`src/design/eccr_cfg.svh`:
```
// Offsets, field positions, reset values and fixed figures of the canceller register bank.
// Included by the package and the test modules; holds definitions only.
`ifndef ECCR_CFG_SVH
`define ECCR_CFG_SVH

`define ECCR_ADDR_W        8
`define ECCR_A_CTRL1       8'h00
`define ECCR_A_CTRL2       8'h01
`define ECCR_A_STATE       8'h02
`define ECCR_B_CTRL1       8'h20
`define ECCR_B_CTRL2       8'h21
`define ECCR_B_STATE       8'h22

`define ECCR_A_CTRL1_RST   8'h00
`define ECCR_B_CTRL1_RST   8'h02
`define ECCR_CTRL2_RST     8'h00
`define ECCR_STATE_RST     8'h00

// Control register 1 fields.
`define ECCR_C1_RESET      7
`define ECCR_C1_NOISE_OFF  6
`define ECCR_C1_B2B        5
`define ECCR_C1_BYPASS     4
`define ECCR_C1_PAD        3
`define ECCR_C1_FREEZE     2
`define ECCR_C1_EXTDLY     0

// Control register 2 fields.
`define ECCR_C2_TONE_OFF   7
`define ECCR_C2_PHASE_OFF  6
`define ECCR_C2_NLP_OFF    5
`define ECCR_C2_AUTO_TONE  4
`define ECCR_C2_NB_OFF     3
`define ECCR_C2_OFS_OFF    2
`define ECCR_C2_SEND_MUTE  1
`define ECCR_C2_RECV_MUTE  0

// Pad loss in dB and the linear quiet code.
`define ECCR_PAD_DB        12
`define ECCR_QUIET_CODE    16'h0000
`define ECCR_SAMPLE_W      16

`endif

```
`src/design/eccr_pkg.sv`:
```
// Types shared by the canceller register bank.
// Assumes eccr_cfg.svh is on the include path.
`include "eccr_cfg.svh"
package eccr_pkg;
    typedef logic [7:0] eccr_byte_t;

    // Decoded controls of one canceller.
    typedef struct packed {
        logic freeze_adaptation;
        logic bypass;
        logic pad;
        logic back_to_back_config;
        logic comfort_noise_off;
        logic tone_detection_off;
        logic phase_check_off;
        logic nonlinear_processor_off;
        logic auto_tone;
        logic narrowband_detector_off;
        logic offset_filter_off;
        logic send_output_silence;
        logic receive_output_silence;
    } eccr_ctl_t;
endpackage

```
`src/design/eccr_regs.sv`:
```
// Control and status register bank of a dual voice echo canceller.
// Assumes the serial microport front end hands over decoded byte writes and reads,
// one cycle each, synchronous to mclk; the cancellation engine supplies status bytes.
`timescale 1ns/1ps

// Contract
// - Register groups at 00h and 20h, read back
// - Extended delay cascades both cancellers
// - Freeze bit stops filter adaptation
// - Bypass passes inputs straight to outputs
// - Pad bit inserts 12 dB receive loss
// - Back-to-back bit selects back-to-back configuration
// - Noise-off bit stops comfort noise
// - Reset bit presets all registers, self-clears
// - Offset filter off bypasses DC filters
// - Narrowband off disables narrowband detector
// - Status registers read-only, reset to zero
// - Nonlinear processor off disables it
// - Phase check off accepts unreversed tone
// - Tone detection off disables tone detectors
module eccr_regs
    import eccr_pkg::*;
#(
    parameter int W = `ECCR_SAMPLE_W
) (
    input  wire logic                    mclk,           // Master clock, 40 MHz.
    input  wire logic                    sys_rst,        // Synchronous reset, active high.
    input  wire logic                    wr_en,          // Register write strobe.
    input  wire logic                    rd_en,          // Register read strobe.
    input  wire logic [`ECCR_ADDR_W-1:0] addr,           // Register address.
    input  wire logic [7:0]              wr_data,        // Write data.
    output logic      [7:0]              rd_data,        // Read data, valid with rd_valid.
    output logic                         rd_valid,       // Read answer strobe.
    input  wire logic [7:0]              state_a_in,     // Canceller A status from the engine.
    input  wire logic [7:0]              state_b_in,     // Canceller B status from the engine.
    output logic                         cascade,        // Cancellers joined into one long canceller.
    output logic                         b2b_config,     // Back-to-back configuration.
    output logic [1:0]                   freeze_adapt,   // Per canceller, adaptation frozen.
    output logic [1:0]                   noise_off,      // Per canceller, comfort noise off.
    output logic [1:0]                   ofs_filter_off, // Per canceller, DC filters bypassed.
    output logic [1:0]                   nb_det_off,     // Per canceller, narrowband detector off.
    output logic [1:0]                   nlp_off,        // Per canceller, nonlinear processor off.
    output logic [1:0]                   phase_chk_off,  // Per canceller, phase reversal not needed.
    output logic [1:0]                   tone_det_off,   // Per canceller, tone detectors off.
    output logic [1:0]                   auto_tone,      // Per canceller, automatic tone bypass.
    input  wire logic                    smp_valid,      // Sample strobe for both cancellers.
    input  wire logic [2*W-1:0]          send_in,        // Send inputs, A in low half.
    input  wire logic [2*W-1:0]          recv_in,        // Receive inputs, A in low half.
    input  wire logic [2*W-1:0]          send_proc,      // Engine send results, A in low half.
    input  wire logic [2*W-1:0]          recv_proc,      // Engine receive results, A in low half.
    output logic      [2*W-1:0]          send_out,       // Send outputs, A in low half.
    output logic      [2*W-1:0]          recv_out        // Receive outputs, A in low half.
);
    typedef struct packed {
        eccr_byte_t a_ctrl1;
        eccr_byte_t a_ctrl2;
        eccr_byte_t b_ctrl1;
        eccr_byte_t b_ctrl2;
        eccr_byte_t a_state;
        eccr_byte_t b_state;
        eccr_byte_t rd_data;
        logic       rd_valid;
        logic       cascade;
        logic       b2b_config;
        logic [1:0] freeze_adapt;
        logic [1:0] noise_off;
        logic [1:0] ofs_filter_off;
        logic [1:0] nb_det_off;
        logic [1:0] nlp_off;
        logic [1:0] phase_chk_off;
        logic [1:0] tone_det_off;
        logic [1:0] auto_tone;
        logic [1:0] bypass;
        logic [1:0] pad;
        logic [1:0] send_mute;
        logic [1:0] recv_mute;
    } eccr_st_t;

    eccr_st_t st;
    eccr_st_t next_st;

    // The whole bank's preset, shared by the pin reset and the soft reset bit.
    function automatic eccr_st_t preset();
        eccr_st_t p;
        p = '0;
        p.a_ctrl1 = `ECCR_A_CTRL1_RST;
        p.a_ctrl2 = `ECCR_CTRL2_RST;
        p.b_ctrl1 = `ECCR_B_CTRL1_RST;
        p.b_ctrl2 = `ECCR_CTRL2_RST;
        p.a_state = `ECCR_STATE_RST;
        p.b_state = `ECCR_STATE_RST;
        return p;
    endfunction

    function automatic eccr_byte_t read_mux(input eccr_st_t s, input logic [`ECCR_ADDR_W-1:0] a);
        case (a)
            `ECCR_A_CTRL1: read_mux = s.a_ctrl1;
            `ECCR_A_CTRL2: read_mux = s.a_ctrl2;
            `ECCR_A_STATE: read_mux = s.a_state;
            `ECCR_B_CTRL1: read_mux = s.b_ctrl1;
            `ECCR_B_CTRL2: read_mux = s.b_ctrl2;
            `ECCR_B_STATE: read_mux = s.b_state;
            default:       read_mux = 8'h00;
        endcase
    endfunction

    always_comb begin
        eccr_byte_t c1a;
        eccr_byte_t c1b;
        eccr_byte_t c2a;
        eccr_byte_t c2b;
        c1a = '0;
        c1b = '0;
        c2a = '0;
        c2b = '0;
        next_st = st;
        next_st.rd_valid = rd_en;
        next_st.rd_data = rd_en ? read_mux(st, addr) : 8'h00;
        // Status follows the engine; it is never written from the port.
        next_st.a_state = state_a_in;
        next_st.b_state = state_b_in;
        if (wr_en) begin
            case (addr)
                `ECCR_A_CTRL1: next_st.a_ctrl1 = wr_data;
                `ECCR_A_CTRL2: next_st.a_ctrl2 = wr_data;
                `ECCR_B_CTRL1: next_st.b_ctrl1 = wr_data;
                `ECCR_B_CTRL2: next_st.b_ctrl2 = wr_data;
                default: ;
            endcase
        end
        // A written reset bit replays power-up next cycle, which also clears the bit.
        if (st.a_ctrl1[`ECCR_C1_RESET] || st.b_ctrl1[`ECCR_C1_RESET]) begin
            next_st = preset();
            next_st.rd_valid = rd_en;
            next_st.rd_data = rd_en ? read_mux(st, addr) : 8'h00;
        end
        c1a = next_st.a_ctrl1;
        c1b = next_st.b_ctrl1;
        c2a = next_st.a_ctrl2;
        c2b = next_st.b_ctrl2;
        // Reserved bit 0 of B carries no function; only A's bit cascades.
        next_st.cascade        = c1a[`ECCR_C1_EXTDLY];
        // The host keeps both copies equal; A's copy is taken as the device setting.
        next_st.b2b_config     = c1a[`ECCR_C1_B2B];
        next_st.freeze_adapt   = {c1b[`ECCR_C1_FREEZE], c1a[`ECCR_C1_FREEZE]};
        next_st.noise_off      = {c1b[`ECCR_C1_NOISE_OFF], c1a[`ECCR_C1_NOISE_OFF]};
        next_st.bypass         = {c1b[`ECCR_C1_BYPASS], c1a[`ECCR_C1_BYPASS]};
        next_st.pad            = {c1b[`ECCR_C1_PAD], c1a[`ECCR_C1_PAD]};
        next_st.ofs_filter_off = {c2b[`ECCR_C2_OFS_OFF], c2a[`ECCR_C2_OFS_OFF]};
        next_st.nb_det_off     = {c2b[`ECCR_C2_NB_OFF], c2a[`ECCR_C2_NB_OFF]};
        next_st.nlp_off        = {c2b[`ECCR_C2_NLP_OFF], c2a[`ECCR_C2_NLP_OFF]};
        next_st.phase_chk_off  = {c2b[`ECCR_C2_PHASE_OFF], c2a[`ECCR_C2_PHASE_OFF]};
        next_st.tone_det_off   = {c2b[`ECCR_C2_TONE_OFF], c2a[`ECCR_C2_TONE_OFF]};
        next_st.auto_tone      = {c2b[`ECCR_C2_AUTO_TONE], c2a[`ECCR_C2_AUTO_TONE]};
        next_st.send_mute      = {c2b[`ECCR_C2_SEND_MUTE], c2a[`ECCR_C2_SEND_MUTE]};
        next_st.recv_mute      = {c2b[`ECCR_C2_RECV_MUTE], c2a[`ECCR_C2_RECV_MUTE]};
    end

    always_ff @(posedge mclk) begin
        if (sys_rst) begin
            st <= preset();
        end else begin
            st <= next_st;
        end
    end

    assign rd_data        = st.rd_data;
    assign rd_valid       = st.rd_valid;
    assign cascade        = st.cascade;
    assign b2b_config     = st.b2b_config;
    assign freeze_adapt   = st.freeze_adapt;
    assign noise_off      = st.noise_off;
    assign ofs_filter_off = st.ofs_filter_off;
    assign nb_det_off     = st.nb_det_off;
    assign nlp_off        = st.nlp_off;
    assign phase_chk_off  = st.phase_chk_off;
    assign tone_det_off   = st.tone_det_off;
    assign auto_tone      = st.auto_tone;

    genvar g;
    generate
        for (g = 0; g < 2; g++) begin : gen_path
            eccr_path #(.W(W)) u_path (
                .mclk      (mclk),
                .sys_rst   (sys_rst),
                .bypass    (st.bypass[g]),
                .pad       (st.pad[g]),
                .send_mute (st.send_mute[g]),
                .recv_mute (st.recv_mute[g]),
                .smp_valid (smp_valid),
                .send_in   (send_in[g*W +: W]),
                .recv_in   (recv_in[g*W +: W]),
                .send_proc (send_proc[g*W +: W]),
                .recv_proc (recv_proc[g*W +: W]),
                .send_out  (send_out[g*W +: W]),
                .recv_out  (recv_out[g*W +: W])
            );
        end
    endgenerate

    // A soft reset in flight overrides any write of the same cycle, so checks on writes leave it out.
    logic soft_pend;
    assign soft_pend = st.a_ctrl1[`ECCR_C1_RESET] || st.b_ctrl1[`ECCR_C1_RESET];

    chk_ctrl_readback: assert property (@(posedge mclk) disable iff (sys_rst)
        wr_en && addr == `ECCR_A_CTRL2 && !soft_pend ##1 !wr_en ##1 rd_en && !wr_en && addr == `ECCR_A_CTRL2
        |=> rd_valid && rd_data == $past(wr_data, 3))
        else $error("control register readback mismatch");

    chk_rd_valid_pulse: assert property (@(posedge mclk) disable iff (sys_rst)
        1'b1 |=> rd_valid == $past(rd_en))
        else $error("read answer strobe not one cycle after the read");

    chk_unmapped_zero: assert property (@(posedge mclk) disable iff (sys_rst)
        rd_en && !(addr inside {`ECCR_A_CTRL1, `ECCR_A_CTRL2, `ECCR_A_STATE,
                                `ECCR_B_CTRL1, `ECCR_B_CTRL2, `ECCR_B_STATE})
        |=> rd_data == 8'h00)
        else $error("unmapped read did not return zero");

    chk_ctrl_hold: assert property (@(posedge mclk) disable iff (sys_rst)
        !wr_en && !soft_pend
        |=> $stable(st.a_ctrl1) && $stable(st.a_ctrl2) && $stable(st.b_ctrl1) && $stable(st.b_ctrl2))
        else $error("control register changed without a write");

    chk_state_read_only: assert property (@(posedge mclk) disable iff (sys_rst)
        rd_en && addr == `ECCR_B_STATE && !$past(soft_pend) |=> rd_data == $past(state_b_in, 2))
        else $error("status register not tracking engine");

    chk_state_no_write: assert property (@(posedge mclk) disable iff (sys_rst)
        wr_en && addr == `ECCR_A_STATE && !soft_pend |=> st.a_state == $past(state_a_in))
        else $error("status register took a port write");

    chk_soft_reset_clear: assert property (@(posedge mclk) disable iff (sys_rst)
        wr_en && addr == `ECCR_B_CTRL1 && wr_data[`ECCR_C1_RESET] && !soft_pend
        |=> ##1 st.b_ctrl1 == `ECCR_B_CTRL1_RST && st.a_ctrl1 == `ECCR_A_CTRL1_RST)
        else $error("soft reset did not preset registers");

    chk_preset_all: assert property (@(posedge mclk) disable iff (sys_rst)
        soft_pend
        |=> st.a_ctrl2 == `ECCR_CTRL2_RST && st.b_ctrl2 == `ECCR_CTRL2_RST && st.a_state == `ECCR_STATE_RST
            && !cascade && !b2b_config && freeze_adapt == 2'b00 && nlp_off == 2'b00)
        else $error("soft reset left a register or control set");

    chk_cascade_follow: assert property (@(posedge mclk) disable iff (sys_rst)
        wr_en && addr == `ECCR_A_CTRL1 && !wr_data[`ECCR_C1_RESET] && !soft_pend
        |=> cascade == $past(wr_data[`ECCR_C1_EXTDLY]))
        else $error("cascade not following control bit");

    chk_b2b_follow: assert property (@(posedge mclk) disable iff (sys_rst)
        wr_en && addr == `ECCR_A_CTRL1 && !wr_data[`ECCR_C1_RESET] && !soft_pend
        |=> b2b_config == $past(wr_data[`ECCR_C1_B2B]))
        else $error("back-to-back control mismatch");

    chk_freeze_follow: assert property (@(posedge mclk) disable iff (sys_rst)
        wr_en && addr == `ECCR_B_CTRL1 && !wr_data[`ECCR_C1_RESET] && !soft_pend
        |=> freeze_adapt[1] == $past(wr_data[`ECCR_C1_FREEZE]) && noise_off[1] == $past(wr_data[`ECCR_C1_NOISE_OFF]))
        else $error("freeze or noise control mismatch");

    chk_noise_follow: assert property (@(posedge mclk) disable iff (sys_rst)
        wr_en && addr == `ECCR_A_CTRL1 && !wr_data[`ECCR_C1_RESET] && !soft_pend
        |=> noise_off[0] == $past(wr_data[`ECCR_C1_NOISE_OFF]) && freeze_adapt[0] == $past(wr_data[`ECCR_C1_FREEZE]))
        else $error("noise or freeze control mismatch");

    chk_tone_ctl_follow: assert property (@(posedge mclk) disable iff (sys_rst)
        wr_en && addr == `ECCR_A_CTRL2 && !soft_pend
        |=> tone_det_off[0] == $past(wr_data[`ECCR_C2_TONE_OFF]) && nlp_off[0] == $past(wr_data[`ECCR_C2_NLP_OFF]))
        else $error("tone or processor control mismatch");

    chk_tone_b_follow: assert property (@(posedge mclk) disable iff (sys_rst)
        wr_en && addr == `ECCR_B_CTRL2 && !soft_pend
        |=> tone_det_off[1] == $past(wr_data[`ECCR_C2_TONE_OFF]))
        else $error("tone detection control mismatch");

    chk_ofs_filter_follow: assert property (@(posedge mclk) disable iff (sys_rst)
        wr_en && addr == `ECCR_B_CTRL2 && !soft_pend
        |=> ofs_filter_off[1] == $past(wr_data[`ECCR_C2_OFS_OFF]))
        else $error("offset filter control mismatch");

    chk_nb_det_follow: assert property (@(posedge mclk) disable iff (sys_rst)
        wr_en && addr == `ECCR_B_CTRL2 && !soft_pend
        |=> nb_det_off[1] == $past(wr_data[`ECCR_C2_NB_OFF]))
        else $error("narrowband detector control mismatch");

    chk_nlp_follow: assert property (@(posedge mclk) disable iff (sys_rst)
        wr_en && addr == `ECCR_B_CTRL2 && !soft_pend
        |=> nlp_off[1] == $past(wr_data[`ECCR_C2_NLP_OFF]))
        else $error("nonlinear processor control mismatch");

    chk_phase_chk_follow: assert property (@(posedge mclk) disable iff (sys_rst)
        wr_en && addr == `ECCR_A_CTRL2 && !soft_pend
        |=> phase_chk_off[0] == $past(wr_data[`ECCR_C2_PHASE_OFF]))
        else $error("phase check control mismatch");
endmodule

```
`src/design/eccr_path.sv`:
```
// Sample path control for one canceller: bypass, 12 dB pad and muting of the outputs.
// Assumes samples are 16-bit linear two's complement and arrive with a one-cycle valid.
`timescale 1ns/1ps
module eccr_path
    import eccr_pkg::*;
#(
    parameter int W = `ECCR_SAMPLE_W
) (
    input  wire logic         mclk,         // Master clock.
    input  wire logic         sys_rst,      // Synchronous reset, active high.
    input  wire logic         bypass,       // Pass inputs straight through.
    input  wire logic         pad,          // Insert pad loss on the receive path.
    input  wire logic         send_mute,    // Force quiet code on send output.
    input  wire logic         recv_mute,    // Force quiet code on receive output.
    input  wire logic         smp_valid,    // Sample strobe.
    input  wire logic [W-1:0] send_in,      // Send input sample.
    input  wire logic [W-1:0] recv_in,      // Receive input sample.
    input  wire logic [W-1:0] send_proc,    // Send sample from the cancellation engine.
    input  wire logic [W-1:0] recv_proc,    // Receive sample from the cancellation engine.
    output logic      [W-1:0] send_out,     // Send output sample.
    output logic      [W-1:0] recv_out      // Receive output sample.
);
    typedef struct packed {
        logic [W-1:0] send_out;
        logic [W-1:0] recv_out;
    } eccr_path_st_t;

    eccr_path_st_t st;
    eccr_path_st_t next_st;

    // 12 dB is a quarter in amplitude; an arithmetic shift is exact enough at this level.
    function automatic logic [W-1:0] pad_loss(input logic [W-1:0] s);
        pad_loss = W'($signed(s) >>> 2);
    endfunction

    always_comb begin
        logic [W-1:0] r;
        r = '0;
        next_st = st;
        if (smp_valid) begin
            next_st.send_out = bypass ? send_in : send_proc;
            r = bypass ? recv_in : recv_proc;
            next_st.recv_out = pad ? pad_loss(r) : r;
            if (send_mute) begin
                next_st.send_out = W'(`ECCR_QUIET_CODE);
            end
            if (recv_mute) begin
                next_st.recv_out = W'(`ECCR_QUIET_CODE);
            end
        end
    end

    always_ff @(posedge mclk) begin
        if (sys_rst) begin
            st <= '0;
        end else begin
            st <= next_st;
        end
    end

    assign send_out = st.send_out;
    assign recv_out = st.recv_out;

    chk_mute_send_quiet: assert property (@(posedge mclk) disable iff (sys_rst)
        smp_valid && send_mute |=> send_out == W'(`ECCR_QUIET_CODE))
        else $error("send output not quiet while muted");
    chk_bypass_recv_pass: assert property (@(posedge mclk) disable iff (sys_rst)
        smp_valid && bypass && !pad && !recv_mute |=> recv_out == $past(recv_in))
        else $error("receive bypass did not pass input");
    chk_pad_quarter: assert property (@(posedge mclk) disable iff (sys_rst)
        smp_valid && !bypass && pad && !recv_mute |=> recv_out == W'($signed($past(recv_proc)) >>> 2))
        else $error("pad loss not applied");
endmodule

```
`config.mk`:
```
export PLATFORM = sky130hd
export DESIGN_NAME = eccr_regs
export DESIGN_NICKNAME = d
export VERILOG_FILES = /design/src/design/eccr_pkg.sv /design/src/design/eccr_regs.sv /design/src/design/eccr_path.sv
export VERILOG_INCLUDE_DIRS = /design/src /design/src/design
export SDC_FILE = /design/constraint.sdc
export NUM_CORES = 1
export LEC_CHECK = 0
export ABC_AREA = 1
export BUFFER_PORTS_ARGS = -buffer_cell sky130_fd_sc_hd__buf_2
export CORE_MARGIN = 2
export CORE_UTILIZATION = 52
export DETAILED_ROUTE_END_ITERATION = 8
export GPL_TIMING_DRIVEN = 0
export PLACE_DENSITY = 0.87
export SYNTH_ARGS = -nofsm -noshare
export SYNTH_HDL_FRONTEND = slang
export SYNTH_HIERARCHICAL = 1
export SYNTH_SLANG_ARGS = --single-unit
```
`constraint.sdc`:
```
create_clock -name mclk -period 2.8 [get_ports mclk]
set_input_delay 0.14 -clock mclk [delete_from_list [all_inputs] [get_ports mclk]]
set_output_delay 0.14 -clock mclk [all_outputs]
set_load 0.02 [all_outputs]
```
==> impl_metrics.env <==
export IMPL_outcome="finished clean"
export IMPL_arrival_ns=1.72
export IMPL_drt_iter0_drc=642
export IMPL_cp_cell_sequence="inv_2 -> clkbuf_1 -> o211ai_1 -> a21oi_1"
export IMPL_cap_violations=0
export IMPL_ys_seq_elements=121
export IMPL_drtAntennaViolNets=0
export IMPL_fillers=853
export IMPL_synth_edf_count=0
export IMPL_cts_setup_buffers=0
export IMPL_whs_path_depth=3
export IMPL_grt_pass1_wl_um=27700
export IMPL_rows=38
export IMPL_yosysSeqAreaShare_pct=41.4
export IMPL_grt_util_met3_pct=6.41
export IMPL_drive_above_1_share_pct=35.4
export IMPL_startpoint_type="flop"
export IMPL_post_cts_resize_count=0
export IMPL_grt_overflow=0
export IMPL_routed_wl_um=18400
export IMPL_core_area_um2=10900
export IMPL_ys_warn_count=6
export IMPL_met2_usage_pct=49.9
export IMPL_maxSlewViolCount=0
export IMPL_r2r_start="st[63]"
export IMPL_dp_slack_ns=1.39
export IMPL_hp_start="wr_data[6]"
export IMPL_io_buffers=255
export IMPL_crit_family="flip-flops"
export IMPL_fmax_mhz=688
export IMPL_postCtsHoldBufs=17
export IMPL_r2r_setup_slack_ns=1.35
export IMPL_die_y_um=110
export IMPL_cts_made_buffers=17
export IMPL_final_common_cell="buf_2"
export IMPL_place_hpwl_um=13300
export IMPL_synth_nets=998
export IMPL_end_kind="flop"
export IMPL_async_flop_share_pct=0
export IMPL_syn_inst=833
export IMPL_max_stage_delay_ns=0.57
export IMPL_fin_ws_ns=1.35
export IMPL_cp_max_fo=10
export IMPL_p_leak_nw=4.08
export IMPL_cts_sinks=121
export IMPL_path_clk_slew_ns=0.06
export IMPL_area_delta_synth_final_pct=38.5
export IMPL_grt_max_degree=17
export IMPL_avgSynthCellArea_um2=7.03
export IMPL_slowest_stage="dfxtp_1"
export IMPL_nets=1289
export IMPL_num_antenna_cells=0
export IMPL_cp_data_required_time_ns=3.07
export IMPL_crit_buf_inv=2
export IMPL_skew_ns=0.00664
export IMPL_top_usage_layer="met2"
export IMPL_firstDrtPassIters=7
export IMPL_num_io_pins=256
export IMPL_num_vias=6686
export IMPL_layout_common_cells="buf_2 (270), nand2_1 (190), dfxtp_1 (121)"
export IMPL_ys_types=30
export IMPL_met1_usage_pct=36.2
export IMPL_hp_class="input pin to flop"
export IMPL_antenna_found_initial=0
export IMPL_setup_tns_final_ns=0
export IMPL_worst_slew_pin_slew_ns=0.502
export IMPL_drt_vias_per_instance=5.24
export IMPL_initial_core_util_pct=53.6
export IMPL_drc=0
export IMPL_clockRootBuffer="clkbuf_16"
export IMPL_p_per_area_nw_per_um2=575
export IMPL_path_class="flop to flop"
export IMPL_die_width_um=110
export IMPL_finalCriticalPeriod_ns=1.45
export IMPL_synth_area_um2=5860
export IMPL_worstSkewPairLatency_ns=0.40
export IMPL_fp_dieArea_um2=12100
export IMPL_cts_tree="yes"
export IMPL_timing_final_crit_share_pct=51.9
export IMPL_clockBufferDepth=2
export IMPL_wl_per_cell_um=14.4
export IMPL_ir_drop_mv=0.360
export IMPL_h_tree_depth=4
export IMPL_hold_end="st[73]"
export IMPL_hold_viol=0
export IMPL_setup_viol=0
export IMPL_grt_use_total_pct=29.1
export IMPL_worst_r2r_cell_count=4
export IMPL_r2r_end="gen_path[1].u_path/send_out[5]"
export IMPL_gp_congestion=0.917
export IMPL_synth_ff_type="dfxtp_1"
export IMPL_grt_pass1_vias=5829
export IMPL_rsz0062_at_grt="no"
export IMPL_relSlewSlack_pct=66.5
[cell usage after synthesis, drive strengths merged (4+ instances only)]
cell type  number  area share (%)
nand3         112             9.9
o211ai         32             4.1
clkbuf         16             1.1
dfxtp         121              41
nor3            4            0.62
inv            69             4.5
nor2           89             6.9
o21ai          37             3.2
nand2         199              13
buf            47             5.3
a21oi          73             6.2
or2            32             3.4
[per-layer routing]
metal	routed length, µm	share of wire, %
met1	7440	40
met2	9010	49
met3	1500	8.1
met4	442	2.4
met5	0	0
[logic make-up (layout without fill, tap and decap cells)]
group / after synthesis / count (layout) / share of synthesized area (%)
DFF: 121 / 121 / 41.4
and+or+nand+nor: 436 / 436 / 34.1
AOI/OAI and AO/OA: 142 / 142 / 13.6
buffers and inverters: 134 / 438 / 11.0
[tightest hold or removal path, stage by stage]
cell and delay, ns:
buf_2 0.12, nor2_1 0.05, nor2_1 0.08
[flip-flops by register name, summed over array words and instances (netlist names)]
register                  count
rd_valid                      1
rd_data                       8
gen_path.u_path/recv_out     32
tone_det_off                  1
st                           46
gen_path.u_path/send_out     32
noise_off                     1
[layout make-up]
type                    instances  area [µm²]  area share (%)
well taps                     140         175            2.16
plain buffers                  63         372            4.58
inverters                      71         272            3.35
clock buffers                  18         439            5.41
multi-input cells             578        2790            34.4
flip-flops and latches        121        2420            29.9
repair buffers                272        1450            17.8
clock inverters                14         196            2.42
[report_power, final]
| part | switching [W] | leakage (nW) | internal, W | total [W] |
|---|---|---|---|---|
| combinational | 0.000294 | 2.79 | 0.000222 | 0.000516 |
| sequential | 0.0000286 | 0.992 | 0.00179 | 0.00182 |
| clock | 0.000814 | 0.303 | 0.00152 | 0.00233 |
[through the flow]
| step | utilization [%] | hold WS, ns | instance area, µm² | total power, W | std cells |
|---|---|---|---|---|---|
| floorplan | - | 0.209 | 5860 | 0.00211 | 833 |
| global placement | 66.8 | 0.356 | 7310 | 0.00233 | 1228 |
| detailed placement | 66.8 | 0.358 | 7310 | 0.00234 | 1228 |
| CTS | 74.2 | 0.0253 | 8110 | 0.00468 | 1277 |
| global route | 74.2 | 0.0252 | 8110 | 0.00482 | 1277 |
| finish | 74.2 | 0.0359 | 8110 | 0.00467 | 1277 |
[worst max-delay path by stage]
| stage | slack [ns] | end | depth (start not counted) | start |
|---|---|---|---|---|
| floorplan | 1.69 | st[67] | 5 | st[66] |
| global placement | 1.41 | gen_path[1].u_path/recv_out[4] | 6 | st[63] |
| detailed placement | 1.39 | gen_path[1].u_path/send_out[5] | 4 | st[63] |
| CTS | 1.39 | gen_path[1].u_path/send_out[5] | 4 | st[63] |
| global route | 1.25 | st[76] | 5 | st[66] |
| finish | 1.35 | gen_path[1].u_path/send_out[5] | 4 | st[63] |
(Power assumes the default switching activity.)
